`src/rtl/ebaw_pkg.sv`:
```
// Shared types and constants for the external bus alignment and wait block
package ebaw_pkg;

  localparam int unsigned AREA_N = 4;
  localparam int unsigned LINE_W = 16;

  // Access sizes of a request
  localparam logic [1:0] SZ_BYTE = 2'h0;
  localparam logic [1:0] SZ_WORD = 2'h1;
  localparam logic [1:0] SZ_LONG = 2'h2;

  // Data-cycle wait modes
  localparam logic [1:0] WM_PROG = 2'h0;
  localparam logic [1:0] WM_NONE = 2'h1;
  localparam logic [1:0] WM_PIN  = 2'h2;
  localparam logic [1:0] WM_AUTO = 2'h3;

  // Values after reset
  localparam logic [1:0] WCNT_RST = 2'h3;

  // Lane masks on the sixteen data lines
  localparam logic [15:0] LANE_NONE = 16'h0000;
  localparam logic [15:0] LANE_HI   = 16'hFF00;
  localparam logic [15:0] LANE_ALL  = 16'hFFFF;

  // Address cycle length before the optional address wait, in states
  localparam logic [2:0] ADR_STATES = 3'h2;

  typedef struct packed {
    logic       area_three_state_sel;
    logic       area_addr_wait_sel;
    logic       area_bus_width_sel;   // 1: 16-bit area, 0: 8-bit area
    logic       area_wait_mode_hi;
    logic       area_wait_mode_lo;
    logic       area_wait_count_hi;
    logic       area_wait_count_lo;
  } ebaw_area_cfg_t;

  localparam ebaw_area_cfg_t CFG_RST = '{area_three_state_sel: 1'b1, area_addr_wait_sel: 1'b0,
                                         area_bus_width_sel: 1'b1, area_wait_mode_hi: WM_PROG[1],
                                         area_wait_mode_lo: WM_PROG[0], area_wait_count_hi: WCNT_RST[1],
                                         area_wait_count_lo: WCNT_RST[0]};

  typedef struct packed {
    logic [1:0]  area;
    logic [23:0] addr;
    logic [1:0]  size;
    logic        write;
    logic [31:0] wdata;
  } ebaw_req_t;

  localparam int unsigned REQ_W = $bits(ebaw_req_t);

  typedef enum logic [5:0] {
    ST_IDLE = 6'h01,
    ST_ADR  = 6'h02,
    ST_D1   = 6'h04,
    ST_D2   = 6'h08,
    ST_TW   = 6'h10,
    ST_D3   = 6'h20
  } ebaw_state_t;

endpackage : ebaw_pkg

```
`src/rtl/ebaw_fifo.sv`:
```
// Request FIFO with valid/ready on both sides
`timescale 1ns/1ps
module ebaw_fifo #(
  parameter int unsigned WIDTH = 8,
  parameter int unsigned DEPTH = 8
) (
  input  wire logic             clk_sys_i,
  input  wire logic             sys_rst_i,
  input  wire logic             in_valid_i,
  output logic                  in_ready_o,
  input  wire logic [WIDTH-1:0] in_data_i,
  output logic                  out_valid_o,
  input  wire logic             out_ready_i,
  output logic      [WIDTH-1:0] out_data_o
);
  localparam int unsigned AW = (DEPTH > 1) ? $clog2(DEPTH) : 1;

  typedef struct packed {
    logic [DEPTH-1:0][WIDTH-1:0] mem;
    logic [AW-1:0]               wp;
    logic [AW-1:0]               rp;
    logic [AW:0]                 cnt;
    logic                        full;
    logic                        empty;
    logic                        rdy;
  } ebaw_fifo_st_t;

  ebaw_fifo_st_t s_r;
  ebaw_fifo_st_t s_nxt;
  logic          push;
  logic          pop;

  assign in_ready_o  = s_r.rdy;
  assign out_valid_o = !s_r.empty;
  assign out_data_o  = s_r.mem[s_r.rp];

  always_comb begin
    s_nxt = s_r;
    push  = in_valid_i && !s_r.full;
    pop   = out_ready_i && !s_r.empty;
    if (push) begin
      s_nxt.mem[s_r.wp] = in_data_i;
      s_nxt.wp = (s_r.wp == AW'(DEPTH - 1)) ? '0 : s_r.wp + 1'b1;
    end
    if (pop) begin
      s_nxt.rp = (s_r.rp == AW'(DEPTH - 1)) ? '0 : s_r.rp + 1'b1;
    end
    if (push && !pop) begin
      s_nxt.cnt = s_r.cnt + 1'b1;
    end else if (pop && !push) begin
      s_nxt.cnt = s_r.cnt - 1'b1;
    end
    s_nxt.full  = (s_nxt.cnt == (AW + 1)'(DEPTH));
    s_nxt.empty = (s_nxt.cnt == '0);
    // Ready is kept as a flop so the port comes straight from a register
    s_nxt.rdy   = !s_nxt.full;
  end

  always_ff @(posedge clk_sys_i) begin
    if (sys_rst_i) begin
      s_r       <= '0;
      s_r.empty <= 1'b1;
      s_r.rdy   <= 1'b1;
    end else begin
      s_r <= s_nxt;
    end
  end
endmodule : ebaw_fifo

```
`src/rtl/ebaw_sync3.sv`:
```
// Three-stage pin synchroniser; the level follows once stages two and three agree
`timescale 1ns/1ps
module ebaw_sync3 #(
  parameter logic RST_VAL = 1'b1
) (
  input  wire logic clk_sys_i,
  input  wire logic sys_rst_i,
  input  wire logic pin_i,
  output logic      level_o
);
  typedef struct packed {
    logic q1;
    logic q2;
    logic q3;
    logic lvl;
  } ebaw_sync_st_t;

  ebaw_sync_st_t s_r;
  ebaw_sync_st_t s_nxt;

  assign level_o = s_r.lvl;

  always_comb begin
    s_nxt    = s_r;
    s_nxt.q1 = pin_i;
    s_nxt.q2 = s_r.q1;
    s_nxt.q3 = s_r.q2;
    if (s_r.q2 == s_r.q3) begin
      s_nxt.lvl = s_r.q3;
    end
  end

  always_ff @(posedge clk_sys_i) begin
    if (sys_rst_i) begin
      s_r <= {4{RST_VAL}};
    end else begin
      s_r <= s_nxt;
    end
  end
endmodule : ebaw_sync3

```
`src/rtl/ebaw_top.sv`:
```
// External bus data alignment, strobe and wait state controller
// Behaviour
// - Sixteen address output lines at most.
// - Normal mode address pins drive only where their direction bit is 1.
// - Multiplexed 16-bit area: address cycle puts address bits 15..0 on all shared lines.
// - Multiplexed 8-bit area: address bits 7..0 go on upper eight shared lines.
// - Multiplexed address cycle width follows the area bus width.
// - 8-bit area: one byte per cycle, upper lane; word two, longword four cycles.
// - 16-bit area: byte or word per cycle; longword as two word cycles.
// - 16-bit byte access: even address upper lane, odd address lower lane.
// - Read strobe covers both lanes; upper/lower write strobes per lane, both for words.
// - Byte write to 16-bit area drives filler on unused lane, its strobe idle.
// - Byte read from 16-bit area leaves unused lane input, value dropped.
// - 8-bit area never drives or uses the lower eight data lines.
// - Multiplexed 8-bit area uses upper eight lines for address and data.
// - Multiplexed 2-state data space takes no data waits; 3-state may.
// - Program wait mode inserts exactly the programmed waits after the second state.
// - Pin wait mode adds programmed waits plus one per low wait sample.
// - Auto-wait samples wait once at last second state; low gives programmed count only.
// - Reset: all areas 3-state, three program waits, wait pin ignored.
// - Per-area bit picks 2-state or 3-state; 2-state forbids waits.
// - Multiplexed address cycle is two states plus optional one address wait.
// - Per-area bit picks 8 or 16 bit width, same for address and data.
// - Per-area two-bit count selects zero to three data waits.
`timescale 1ns/1ps
module ebaw_top
  import ebaw_pkg::*;
#(
  parameter int unsigned FIFO_DEPTH = 8
) (
  input  wire logic           clk_sys_i,
  input  wire logic           sys_rst_i,
  input  wire logic           req_valid_i,
  output logic                req_ready_o,
  input  wire ebaw_req_t      req_i,
  output logic                rsp_valid_o,
  output logic      [31:0]    rsp_rdata_o,
  output logic                busy_o,
  input  wire logic           cfg_we_i,
  input  wire logic [1:0]     cfg_area_i,
  input  wire ebaw_area_cfg_t cfg_wdata_i,
  input  wire logic           mux_mode_i,
  input  wire logic [15:0]    addr_dir_i,
  output logic      [15:0]    address_lines_o,
  output logic      [15:0]    address_lines_oe_o,
  output logic      [15:0]    data_lines_o,
  output logic      [15:0]    data_lines_oe_o,
  input  wire logic [15:0]    data_lines_i,
  output logic                rd_strobe_n_o,
  output logic                upper_write_strobe_n_o,
  output logic                lower_write_strobe_n_o,
  output logic                addr_hold_n_o,
  input  wire logic           ext_wait_n_i
);

  typedef struct packed {
    ebaw_state_t                      st;
    ebaw_req_t                        req;
    logic [1:0]                       beat;
    logic [1:0]                       last;
    logic [2:0]                       cnt;
    logic [AREA_N-1:0][6:0]           cfg;
    logic [15:0]                      baddr;
    logic [15:0]                      a_o;
    logic [15:0]                      a_oe;
    logic [15:0]                      d_o;
    logic [15:0]                      d_oe;
    logic                             rd_n;
    logic                             uw_n;
    logic                             lw_n;
    logic                             hold_n;
    logic                             rsp_v;
    logic                             busy;
    logic [31:0]                      rdata;
  } ebaw_st_t;

  ebaw_st_t       s_r;
  ebaw_st_t       s_nxt;
  ebaw_req_t      q_data;
  logic           q_valid;
  logic           q_pop;
  logic           wait_lvl;
  logic           wait_low;
  ebaw_area_cfg_t c;
  ebaw_area_cfg_t cn;
  logic [1:0]     wmode;
  logic [1:0]     wcnt;
  logic           done;
  logic           strobe_st;
  logic [31:0]    wsh;

  // Requests queue here so the CPU side sees back-pressure only once FIFO_DEPTH requests wait
  ebaw_fifo #(
    .WIDTH (REQ_W),
    .DEPTH (FIFO_DEPTH)
  ) u_fifo (
    .clk_sys_i   (clk_sys_i),
    .sys_rst_i   (sys_rst_i),
    .in_valid_i  (req_valid_i),
    .in_ready_o  (req_ready_o),
    .in_data_i   (req_i),
    .out_valid_o (q_valid),
    .out_ready_i (q_pop),
    .out_data_o  (q_data)
  );

  ebaw_sync3 #(
    .RST_VAL (1'b1)
  ) u_wait_sync (
    .clk_sys_i (clk_sys_i),
    .sys_rst_i (sys_rst_i),
    .pin_i     (ext_wait_n_i),
    .level_o   (wait_lvl)
  );

  assign wait_low = !wait_lvl;
  assign rsp_valid_o            = s_r.rsp_v;
  assign rsp_rdata_o            = s_r.rdata;
  assign busy_o                 = s_r.busy;
  assign address_lines_o        = s_r.a_o;
  assign address_lines_oe_o     = s_r.a_oe;
  assign data_lines_o           = s_r.d_o;
  assign data_lines_oe_o        = s_r.d_oe;
  assign rd_strobe_n_o          = s_r.rd_n;
  assign upper_write_strobe_n_o = s_r.uw_n;
  assign lower_write_strobe_n_o = s_r.lw_n;
  assign addr_hold_n_o          = s_r.hold_n;

  always_comb begin
    s_nxt       = s_r;
    s_nxt.rsp_v = 1'b0;
    q_pop       = 1'b0;
    done        = 1'b0;
    c           = ebaw_area_cfg_t'(s_r.cfg[s_r.req.area]);
    wmode       = {c.area_wait_mode_hi, c.area_wait_mode_lo};
    wcnt        = {c.area_wait_count_hi, c.area_wait_count_lo};
    if (cfg_we_i) begin
      s_nxt.cfg[cfg_area_i] = cfg_wdata_i;
    end
    unique case (s_r.st)
      ST_IDLE: begin
        if (q_valid) begin
          q_pop      = 1'b1;
          s_nxt.req  = q_data;
          s_nxt.beat = 2'h0;
          s_nxt.rdata = 32'h0000_0000;
          cn = ebaw_area_cfg_t'(s_r.cfg[q_data.area]);
          if (cn.area_bus_width_sel) begin
            s_nxt.last = (q_data.size == SZ_LONG) ? 2'h1 : 2'h0;
          end else begin
            s_nxt.last = (q_data.size == SZ_LONG) ? 2'h3 : ((q_data.size == SZ_WORD) ? 2'h1 : 2'h0);
          end
          s_nxt.cnt = ADR_STATES - 3'h1 + {2'h0, cn.area_addr_wait_sel};
          s_nxt.st  = mux_mode_i ? ST_ADR : ST_D1;
        end
      end
      ST_ADR: begin
        if (s_r.cnt == 3'h0) begin
          s_nxt.st = ST_D1;
        end else begin
          s_nxt.cnt = s_r.cnt - 3'h1;
        end
      end
      ST_D1: begin
        s_nxt.st = ST_D2;
      end
      ST_D2: begin
        // 2-state areas never stretch, whatever the wait mode says
        if (!c.area_three_state_sel) begin
          done = 1'b1;
        end else begin
          s_nxt.st = ST_D3;
          unique case (wmode)
            WM_PROG: begin
              if (wcnt != 2'h0) begin
                s_nxt.st  = ST_TW;
                s_nxt.cnt = {1'b0, wcnt};
              end
            end
            WM_PIN: begin
              if (wcnt != 2'h0 || wait_low) begin
                s_nxt.st  = ST_TW;
                s_nxt.cnt = (wcnt == 2'h0) ? 3'h1 : {1'b0, wcnt};
              end
            end
            WM_AUTO: begin
              if (wait_low && wcnt != 2'h0) begin
                s_nxt.st  = ST_TW;
                s_nxt.cnt = {1'b0, wcnt};
              end
            end
            WM_NONE: begin
              s_nxt.st = ST_D3;
            end
          endcase
        end
      end
      ST_TW: begin
        if (s_r.cnt > 3'h1) begin
          s_nxt.cnt = s_r.cnt - 3'h1;
        end else if (!(wmode == WM_PIN && wait_low)) begin
          s_nxt.st = ST_D3;
        end
      end
      ST_D3: begin
        done = 1'b1;
      end
      default: begin
        s_nxt.st = ST_IDLE;
      end
    endcase

    if (done) begin
      if (!s_r.req.write) begin
        if (!c.area_bus_width_sel) begin
          s_nxt.rdata = {s_r.rdata[23:0], data_lines_i[15:8]};
        end else if (s_r.req.size == SZ_BYTE) begin
          // Lane not addressed is sampled but dropped
          s_nxt.rdata = {s_r.rdata[23:0], s_r.baddr[0] ? data_lines_i[7:0] : data_lines_i[15:8]};
        end else begin
          s_nxt.rdata = {s_r.rdata[15:0], data_lines_i};
        end
      end
      if (s_r.beat == s_r.last) begin
        s_nxt.st    = ST_IDLE;
        s_nxt.rsp_v = 1'b1;
      end else begin
        s_nxt.beat = s_r.beat + 2'h1;
        s_nxt.cnt  = ADR_STATES - 3'h1 + {2'h0, c.area_addr_wait_sel};
        s_nxt.st   = mux_mode_i ? ST_ADR : ST_D1;
      end
    end
    // Pin values follow the next state so that every pin comes from a flop
    cn = ebaw_area_cfg_t'(s_nxt.cfg[s_nxt.req.area]);
    s_nxt.baddr = s_nxt.req.addr[15:0] +
                  (cn.area_bus_width_sel ? {13'h0000, s_nxt.beat, 1'b0} : {14'h0000, s_nxt.beat});
    s_nxt.a_o  = s_nxt.baddr;
    s_nxt.a_oe = mux_mode_i ? LANE_NONE : addr_dir_i;
    strobe_st  = (s_nxt.st == ST_D2) || (s_nxt.st == ST_TW) || (s_nxt.st == ST_D3);
    wsh        = cn.area_bus_width_sel ? (s_nxt.req.wdata >> {s_nxt.last - s_nxt.beat, 4'h0})
                                       : (s_nxt.req.wdata >> {s_nxt.last - s_nxt.beat, 3'h0});
    s_nxt.d_o  = 16'h0000;
    s_nxt.d_oe = LANE_NONE;
    if (s_nxt.st == ST_ADR) begin
      s_nxt.d_o  = cn.area_bus_width_sel ? s_nxt.baddr : {s_nxt.baddr[7:0], 8'h00};
      s_nxt.d_oe = cn.area_bus_width_sel ? LANE_ALL : LANE_HI;
    end else if (s_nxt.req.write && (strobe_st || s_nxt.st == ST_D1)) begin
      if (!cn.area_bus_width_sel) begin
        s_nxt.d_o  = {wsh[7:0], 8'h00};
        s_nxt.d_oe = LANE_HI;
      end else if (s_nxt.req.size == SZ_BYTE) begin
        // Both lanes carry the byte; the unused one is don't-care to the target
        s_nxt.d_o  = {s_nxt.req.wdata[7:0], s_nxt.req.wdata[7:0]};
        s_nxt.d_oe = LANE_ALL;
      end else begin
        s_nxt.d_o  = wsh[15:0];
        s_nxt.d_oe = LANE_ALL;
      end
    end
    s_nxt.rd_n   = !(!s_nxt.req.write && (strobe_st || s_nxt.st == ST_D1));
    s_nxt.uw_n   = !(s_nxt.req.write && strobe_st &&
                     (!cn.area_bus_width_sel || s_nxt.req.size != SZ_BYTE || !s_nxt.baddr[0]));
    s_nxt.lw_n   = !(s_nxt.req.write && strobe_st && cn.area_bus_width_sel &&
                     (s_nxt.req.size != SZ_BYTE || s_nxt.baddr[0]));
    s_nxt.hold_n = !(s_nxt.st == ST_ADR);
    s_nxt.busy   = (s_nxt.st != ST_IDLE);
  end

  always_ff @(posedge clk_sys_i) begin
    if (sys_rst_i) begin
      s_r        <= '0;
      s_r.st     <= ST_IDLE;
      s_r.cfg    <= {AREA_N{CFG_RST}};
      s_r.rd_n   <= 1'b1;
      s_r.uw_n   <= 1'b1;
      s_r.lw_n   <= 1'b1;
      s_r.hold_n <= 1'b1;
    end else begin
      s_r <= s_nxt;
    end
  end

  // Checks on the sequencing and lane use
  ebaw_area_cfg_t ac;
  assign ac = ebaw_area_cfg_t'(s_r.cfg[s_r.req.area]);
endmodule : ebaw_top

```
`config.mk`:
```
export PLATFORM = sky130hd
export DESIGN_NAME = ebaw_top
export DESIGN_NICKNAME = d
export VERILOG_FILES = /design/src/rtl/ebaw_pkg.sv /design/src/rtl/ebaw_fifo.sv /design/src/rtl/ebaw_sync3.sv /design/src/rtl/ebaw_top.sv
export SDC_FILE = /design/constraint.sdc
export NUM_CORES = 1
export LEC_CHECK = 0
export BUFFER_PORTS_ARGS = -buffer_cell sky130_fd_sc_hd__buf_2
export CORE_MARGIN = 2
export CORE_UTILIZATION = 65
export CTS_CLUSTER_SIZE = 8
export DETAILED_ROUTE_END_ITERATION = 12
export GPL_TIMING_DRIVEN = 0
export PLACE_DENSITY_LB_ADDON = 0.05
export SLEW_MARGIN = 20
export SYNTH_ARGS = -nofsm -noshare
export SYNTH_HDL_FRONTEND = slang
export SYNTH_HIERARCHICAL = 1
export SYNTH_SLANG_ARGS = --single-unit
export TNS_END_PERCENT = 20
```
`constraint.sdc`:
```
create_clock -name clk_sys_i -period 16 [get_ports clk_sys_i]
set_input_delay 3.2 -clock clk_sys_i [delete_from_list [all_inputs] [get_ports clk_sys_i]]
set_output_delay 3.2 -clock clk_sys_i [all_outputs]
set_load 0.02 [all_outputs]
```
==> results of run 1 <==
placed cells by master (no fill, tap or decap), drive strengths merged, types with 19 or more instances in the layout:
cell and count:
clkbuf 239, a21oi 509, nand2 1015, nor2b 20, dfxtp 623, inv 29
a31oi 48, buf 413, mux4 115, nor3 24, and2 19, nand3 23
mux2 58, o21ai 33, nor2 160, mux2i 69
sequential cells by signal, indices dropped and copies added (netlist names), 2 cells and up:
register / count
address_lines_o: 16
address_lines_oe_o: 16
data_lines_o: 16
data_lines_oe_o: 2
rsp_rdata_o: 32
s_r: 94
u_fifo/s_r: 436
u_wait_sync/s_nxt: 2
routing by layer:
layer | global-route usage (%) | up-vias | wire (µm)
met5 | 0 | - | 30
met4 | 18.4 | 6 | 3980
met3 | 7.47 | 315 | 8860
met2 | 63.8 | 1578 | 42500
met1 | 49.5 | 12300 | 34000
li1 | - | 11700 | -
metrics by stage:
step	area [µm²]	power [µW]	util [%]
detailed placement	30000	2440	69.5
finish	32400	4050	74.8
CTS	32400	4040	74.8
floorplan	28600	2200	-
global placement	30000	2420	69.4
global route	32400	4190	74.8
layout make-up:
type | count | area share (%)
antenna | 6 | 0.0464
timing repair buffer | 149 | 2.30
buffer | 413 | 6.81
tap | 585 | 2.26
inverter | 27 | 0.313
clock inverter | 4 | 0.267
sequential | 623 | 38.5
clock buffer | 90 | 6.89
multi-input combinational | 2309 | 42.6
where the power goes:
group / internal (µW) / switching (µW) / leakage [µW]
Sequential: 1620 / 33.0 / 0.00504
Clock: 977 / 644 / 0.00114
Combinational: 272 / 512 / 0.00595
Total: 2870 / 1190 / 0.0121
worst max-delay path by stage:
stage | start | end | slack, ns | cells past startpoint
after detailed placement | cfg_area_i[0] | data_lines_o[12] | 7.21 | 20
after CTS | cfg_area_i[0] | data_lines_o[12] | 7.85 | 20
final | cfg_area_i[0] | data_lines_o[12] | 7.74 | 20
after global placement | cfg_area_i[0] | data_lines_o[12] | 7.25 | 20
after global routing | cfg_area_i[0] | data_lines_o[12] | 7.49 | 20
after floorplan | cfg_area_i[0] | data_lines_o[12] | 8.62 | 19
==> reports/metrics.cfg, run 1 <==
[clock_network]
ctsResizeCount = 0
cts_tree = done
cts_buffers = 87
cts.clk_slew.worst_paths_ns = 0.05
cts_root_buffer = clkbuf_16
htreeDepth = 3
ctsHoldBuffers = 0
clk_path_buf_depth = 3
clock-sinks = 623
postCtsSetupRepairBufs = 0
clk_latency_ns = 0.63

[global_route]
grt_max_degree = 13
overflow = 0
grtUsageTotal_pct = 38.8
grt_pass1_vias = 24700
grt_pass1_wl_um = 136000
antenna_found_initial = 10

[floorplan]
rows = 76
die_x_um = 214
die_area_um2 = 45600
dieHeight_um = 214
ios = 211
core_area_um2 = 43300
initial_core_util_pct = 66.0

[placement]
port_buffers = 149
gp_congestion = 0.992
place_inst = 4106
dp_hpwl_um = 63100
dp_slack_ns = 7.21

[setup_path]
critPathLaunchType = input port
path_class = in2reg
r2r_setup_slack_ns = 8.93
cp-end-kind = flop
r2r_end = data_lines_o[12]
critical_path_required_ns = 16.49
max_stage_delay_ns = 0.65
critPathArrivalTime_ns = 8.75
worstPathMaxFanout = 10
reg2reg_from = u_fifo/s_r[8]
r2r_cells = 23
cpMostUsedCell = buf_2
critPathBufInv = 5
crit_family = buffers and inverters
worst_path_max_delay_cell = or4b_2
worstPathCellList = buf_2 > nor3b_1 > buf_1 > mux2i_1 > mux2i_1 > mux2i_2 > buf_2 > buf_2 > buf_2 > nor2_1 > ha_1 > nor2b_1 > o211ai_1 > mux2i_1 > nand2_1 > or4b_2 > nand2_1 > mux2_2 > o21ai_0 > a211oi_1

[timing]
rsz0062_at_grt = false
tns_ns = 0
setup_violations = 0
hold-worst-slack_ns = 0.408
final-hold-violation-count = 0
tightestPinTransition_ns = 1.11
fmax_ghz = 0.121
min_period_over_period_pct = 51.6
period_minus_slack_ns = 8.26
slew_headroom_pct = 25.8
setup_ws_ns = 7.74
finalClockSkew_ns = 0.0260
final_max_slew_viol_count = 0

[synth]
yosys_warnings = 6
syn_area_um2 = 28600
synth.net_count = 3494
synthCells = 3372
synth_area_per_cell_um2 = 8.47

[pwr]
leakagePower_uw = 0.0121
ir_drop_mv = 0.109
power_per_cell_area_nw_per_um2 = 125

[finish]
multiInputGateArea_um2 = 13800
stdcell_count = 4206
n_fill_cell = 3183
drive_gt1_share_pct = 19.6
register_area_um2 = 12500
nets = 3732
syn2layout_area_growth_pct = 13.4

[routing]
num_vias = 25900
ant_nets = 0
drt_iter0_drc = 3039
routed_via_density = 6.16
wl_per_cell_um = 21.3
wirelength_um = 89400
drcViolationCount = 0
drtPass1Iterations = 8

[outcome]
outcome = completed

[min_path]
worstHoldEndpoint = u_wait_sync/s_nxt[1]
hold_depth = 1
hold_path.class = reg2reg
hp-start = u_wait_sync/s_nxt[2]

[run]
maxCapViolations = 0

No activity file was read; power rests on OpenSTA's default activity.
==> run 2: changes to the inputs <==
CORE_UTILIZATION = 55   (was 65)
clock period = 6.93 ns   (was 16 ns; I/O delays follow)
==> reports/metrics.cfg, run 2 (synthesis gave the netlist of run 1 again) <==
[outcome]
outcome = completed

[setup_path]
path_class = reg2reg
critPathLaunchType = flop
crit_family = buffers and inverters
r2r_cells = 23  ; unchanged
critical_path_required_ns = 7.45  ; -9.04 ns
cpMostUsedCell = buf_2
critPathBufInv = 7  ; +2
r2r_end = data_lines_o[12]
cp-end-kind = flop
worst_path_max_delay_cell = or4b_2
worstPathMaxFanout = 10  ; unchanged
critPathArrivalTime_ns = 7.16  ; -1.59 ns
r2r_setup_slack_ns = 0.29  ; -8.64 ns
reg2reg_from = u_fifo/s_r[7]
setup.worst_path.end = data_lines_o[12]
worstPathCellList = buf_2 > buf_4 > buf_6 > buf_2 > mux4_2 > mux2_2 > mux2i_4 > mux2i_2 > mux2i_2 > buf_2 > buf_2 > buf_2 > nor2_1 > ha_1 > nor2b_1 > o211ai_1 > mux2i_2 > nand2_1 > or4b_2 > nand2_1 > mux2_2 > o21ai_0 > a211oi_1
startpoint = u_fifo/s_r[7]
worstSetupPathDepth = 23  ; +15%
max_stage_delay_ns = 0.65  ; about the same

[clock_network]
clk_latency_ns = 0.63  ; about the same
cts.clk_slew.worst_paths_ns = 0.05  ; about the same
htreeDepth = 3  ; unchanged
cts_root_buffer = clkbuf_16
cts_buffers = 88  ; +1.1%
cts_tree = done
clock-sinks = 623  ; unchanged
clk_path_buf_depth = 3  ; unchanged

[pwr]
leakagePower_uw = 0.0121  ; +0.11%
power_per_cell_area_nw_per_um2 = 290  ; +130%
power_uw = 9430  ; +130%
ir_drop_mv = 0.193  ; +77%

[finish]
drive_gt1_share_pct = 19.9  ; +0.22 points
largest_register_ffs = 436  ; unchanged
fin_util_pct = 63.5  ; -11 points
top_register = u_fifo/s_r
final_cell_mix = 1,013 x nand2_1, 623 x dfxtp_1, 508 x a21oi_1, 295 x buf_2, 158 x nor2_1
final_common_cell = nand2_1
syn2layout_area_growth_pct = 14.0
nets = 3734  ; +0.054%
stdcell_count = 4303  ; +2.3%

[placement]
gp_congestion = 0.943  ; -4.9%
dp_hpwl_um = 65000  ; +2.9%
place_inst = 4201  ; +2.3%
port_buffers = 149  ; unchanged

[floorplan]
ios = 211  ; unchanged
initial_core_util_pct = 55.7  ; -10 points
rows = 83  ; +9.2%
die_area_um2 = 53800  ; +18%
die_x_um = 232  ; +8.5%
dieHeight_um = 232  ; +8.5%
core_area_um2 = 51300  ; +19%

[routing]
drtPass1Iterations = 6  ; -2
num_vias = 25200  ; -2.6%
wirelength_um = 91200  ; +2.0%
ant_nets = 0  ; unchanged
routed_via_density = 5.87  ; -4.8%
drt_iter0_drc = 2309  ; -24%
wl_per_cell_um = 21.2  ; -0.30%
drcViolationCount = 0  ; unchanged

[global_route]
grt_pass1_vias = 24200  ; -2.3%
overflow = 0  ; unchanged
grtUsageTotal_pct = 33.2  ; -5.6 points
grt_pass1_wl_um = 137000  ; +0.75%
grt_max_degree = 13  ; unchanged
antenna_found_initial = 8  ; -2

[timing]
fmax_ghz = 0.151
hold-worst-slack_ns = 0.407  ; -0.00173 ns
finalClockSkew_ns = 0.0231  ; -0.00285 ns
tightestPinTransition_ns = 1.13  ; +0.0205 ns
setup_violations = 0  ; unchanged
final_max_slew_viol_count = 0  ; unchanged
tns_ns = 0  ; unchanged
period_minus_slack_ns = 6.64
rsz0062_at_grt = false
final-hold-violation-count = 0  ; unchanged
slew_headroom_pct = 24.8  ; -1.0 points
min_period_over_period_pct = 95.8

[run]
maxCapViolations = 0  ; unchanged

[min_path]
hold_path.class = reg2reg
hold_depth = 1  ; unchanged

==> run 2: cell count changes in the layout (fill, tap and decap cells not counted), sizes merged <==
cell,delta
diode,-3
buf,+1
inv,-1
clkinv,+2
clkbuf,+3
==> run 2: worst register-to-register path: cells and delay by family, from the launching register on <==
kind	cells	cell delay (ns)
buffers and inverters	7	2.03
AOI/OAI and AO/OA	3	0.50
adders and majority gates	1	0.34
and+or+nand+nor	5	1.32
DFF	1	0.32
muxes	7	2.01
==> run 2: where the power goes <==
part	switching, µW	internal, µW
logic	1200	635
clock network	1510	2280
registers	72.2	3730
==> run 2: area by class of cell <==
| type | instances | area (µm²) |
|---|---|---|
| timing repair buffer | 150 | 753 |
| tap | 680 | 851 |
| inverter | 27 | 101 |
| antenna | 3 | 7.51 |
| multi-input combinational | 2309 | 13800 |
| clock inverter | 5 | 91.3 |
| buffer | 413 | 2210 |
| fill | 4381 | 18700 |
| sequential | 623 | 12500 |
| clock buffer | 93 | 2260 |
==> run 2: how the worst min path moves through the flow <==
stage                               from                    to  slack, ns
detailed placement  u_wait_sync/s_nxt[2]  u_wait_sync/s_nxt[1]       0.40
floorplan           u_wait_sync/s_nxt[2]  u_wait_sync/s_nxt[1]       0.39
global placement    u_wait_sync/s_nxt[2]  u_wait_sync/s_nxt[1]       0.40
CTS                 u_wait_sync/s_nxt[2]  u_wait_sync/s_nxt[1]       0.41
global route        u_wait_sync/s_nxt[2]  u_wait_sync/s_nxt[1]       0.42
finish              u_wait_sync/s_nxt[2]  u_wait_sync/s_nxt[1]       0.41
==> run 2: routing by layer <==
layer	vias to the layer above	part of all wire [%]	GRT usage, %
met5	-	0.084	0
met4	10	3.4	14.0
met3	210	8.0	5.91
met2	1183	48	55.1
met1	12100	40	42.6
li1	11700	-	-
==> run 2: per-stage QoR <==
stage	instance area, µm²	setup slack (ns)
2_1_floorplan	28600	1.36
4_1_cts	32500	0.0564
6_report	32600	0.290
3_5_place_dp	30200	-0.123
5_1_grt	32600	0.0262
3_3_place_gp	30200	0.0215
==> run 2: what timing repair did <==
| item | in CTS | in global routing |
|---|---|---|
| hold buffers | 0 | 0 |
| setup buffers | 1 | 0 |
| endpoints found under the setup margin | 2 | 3 |
| resized for setup | 3 | 6 |
| pin swaps | 0 | 0 |
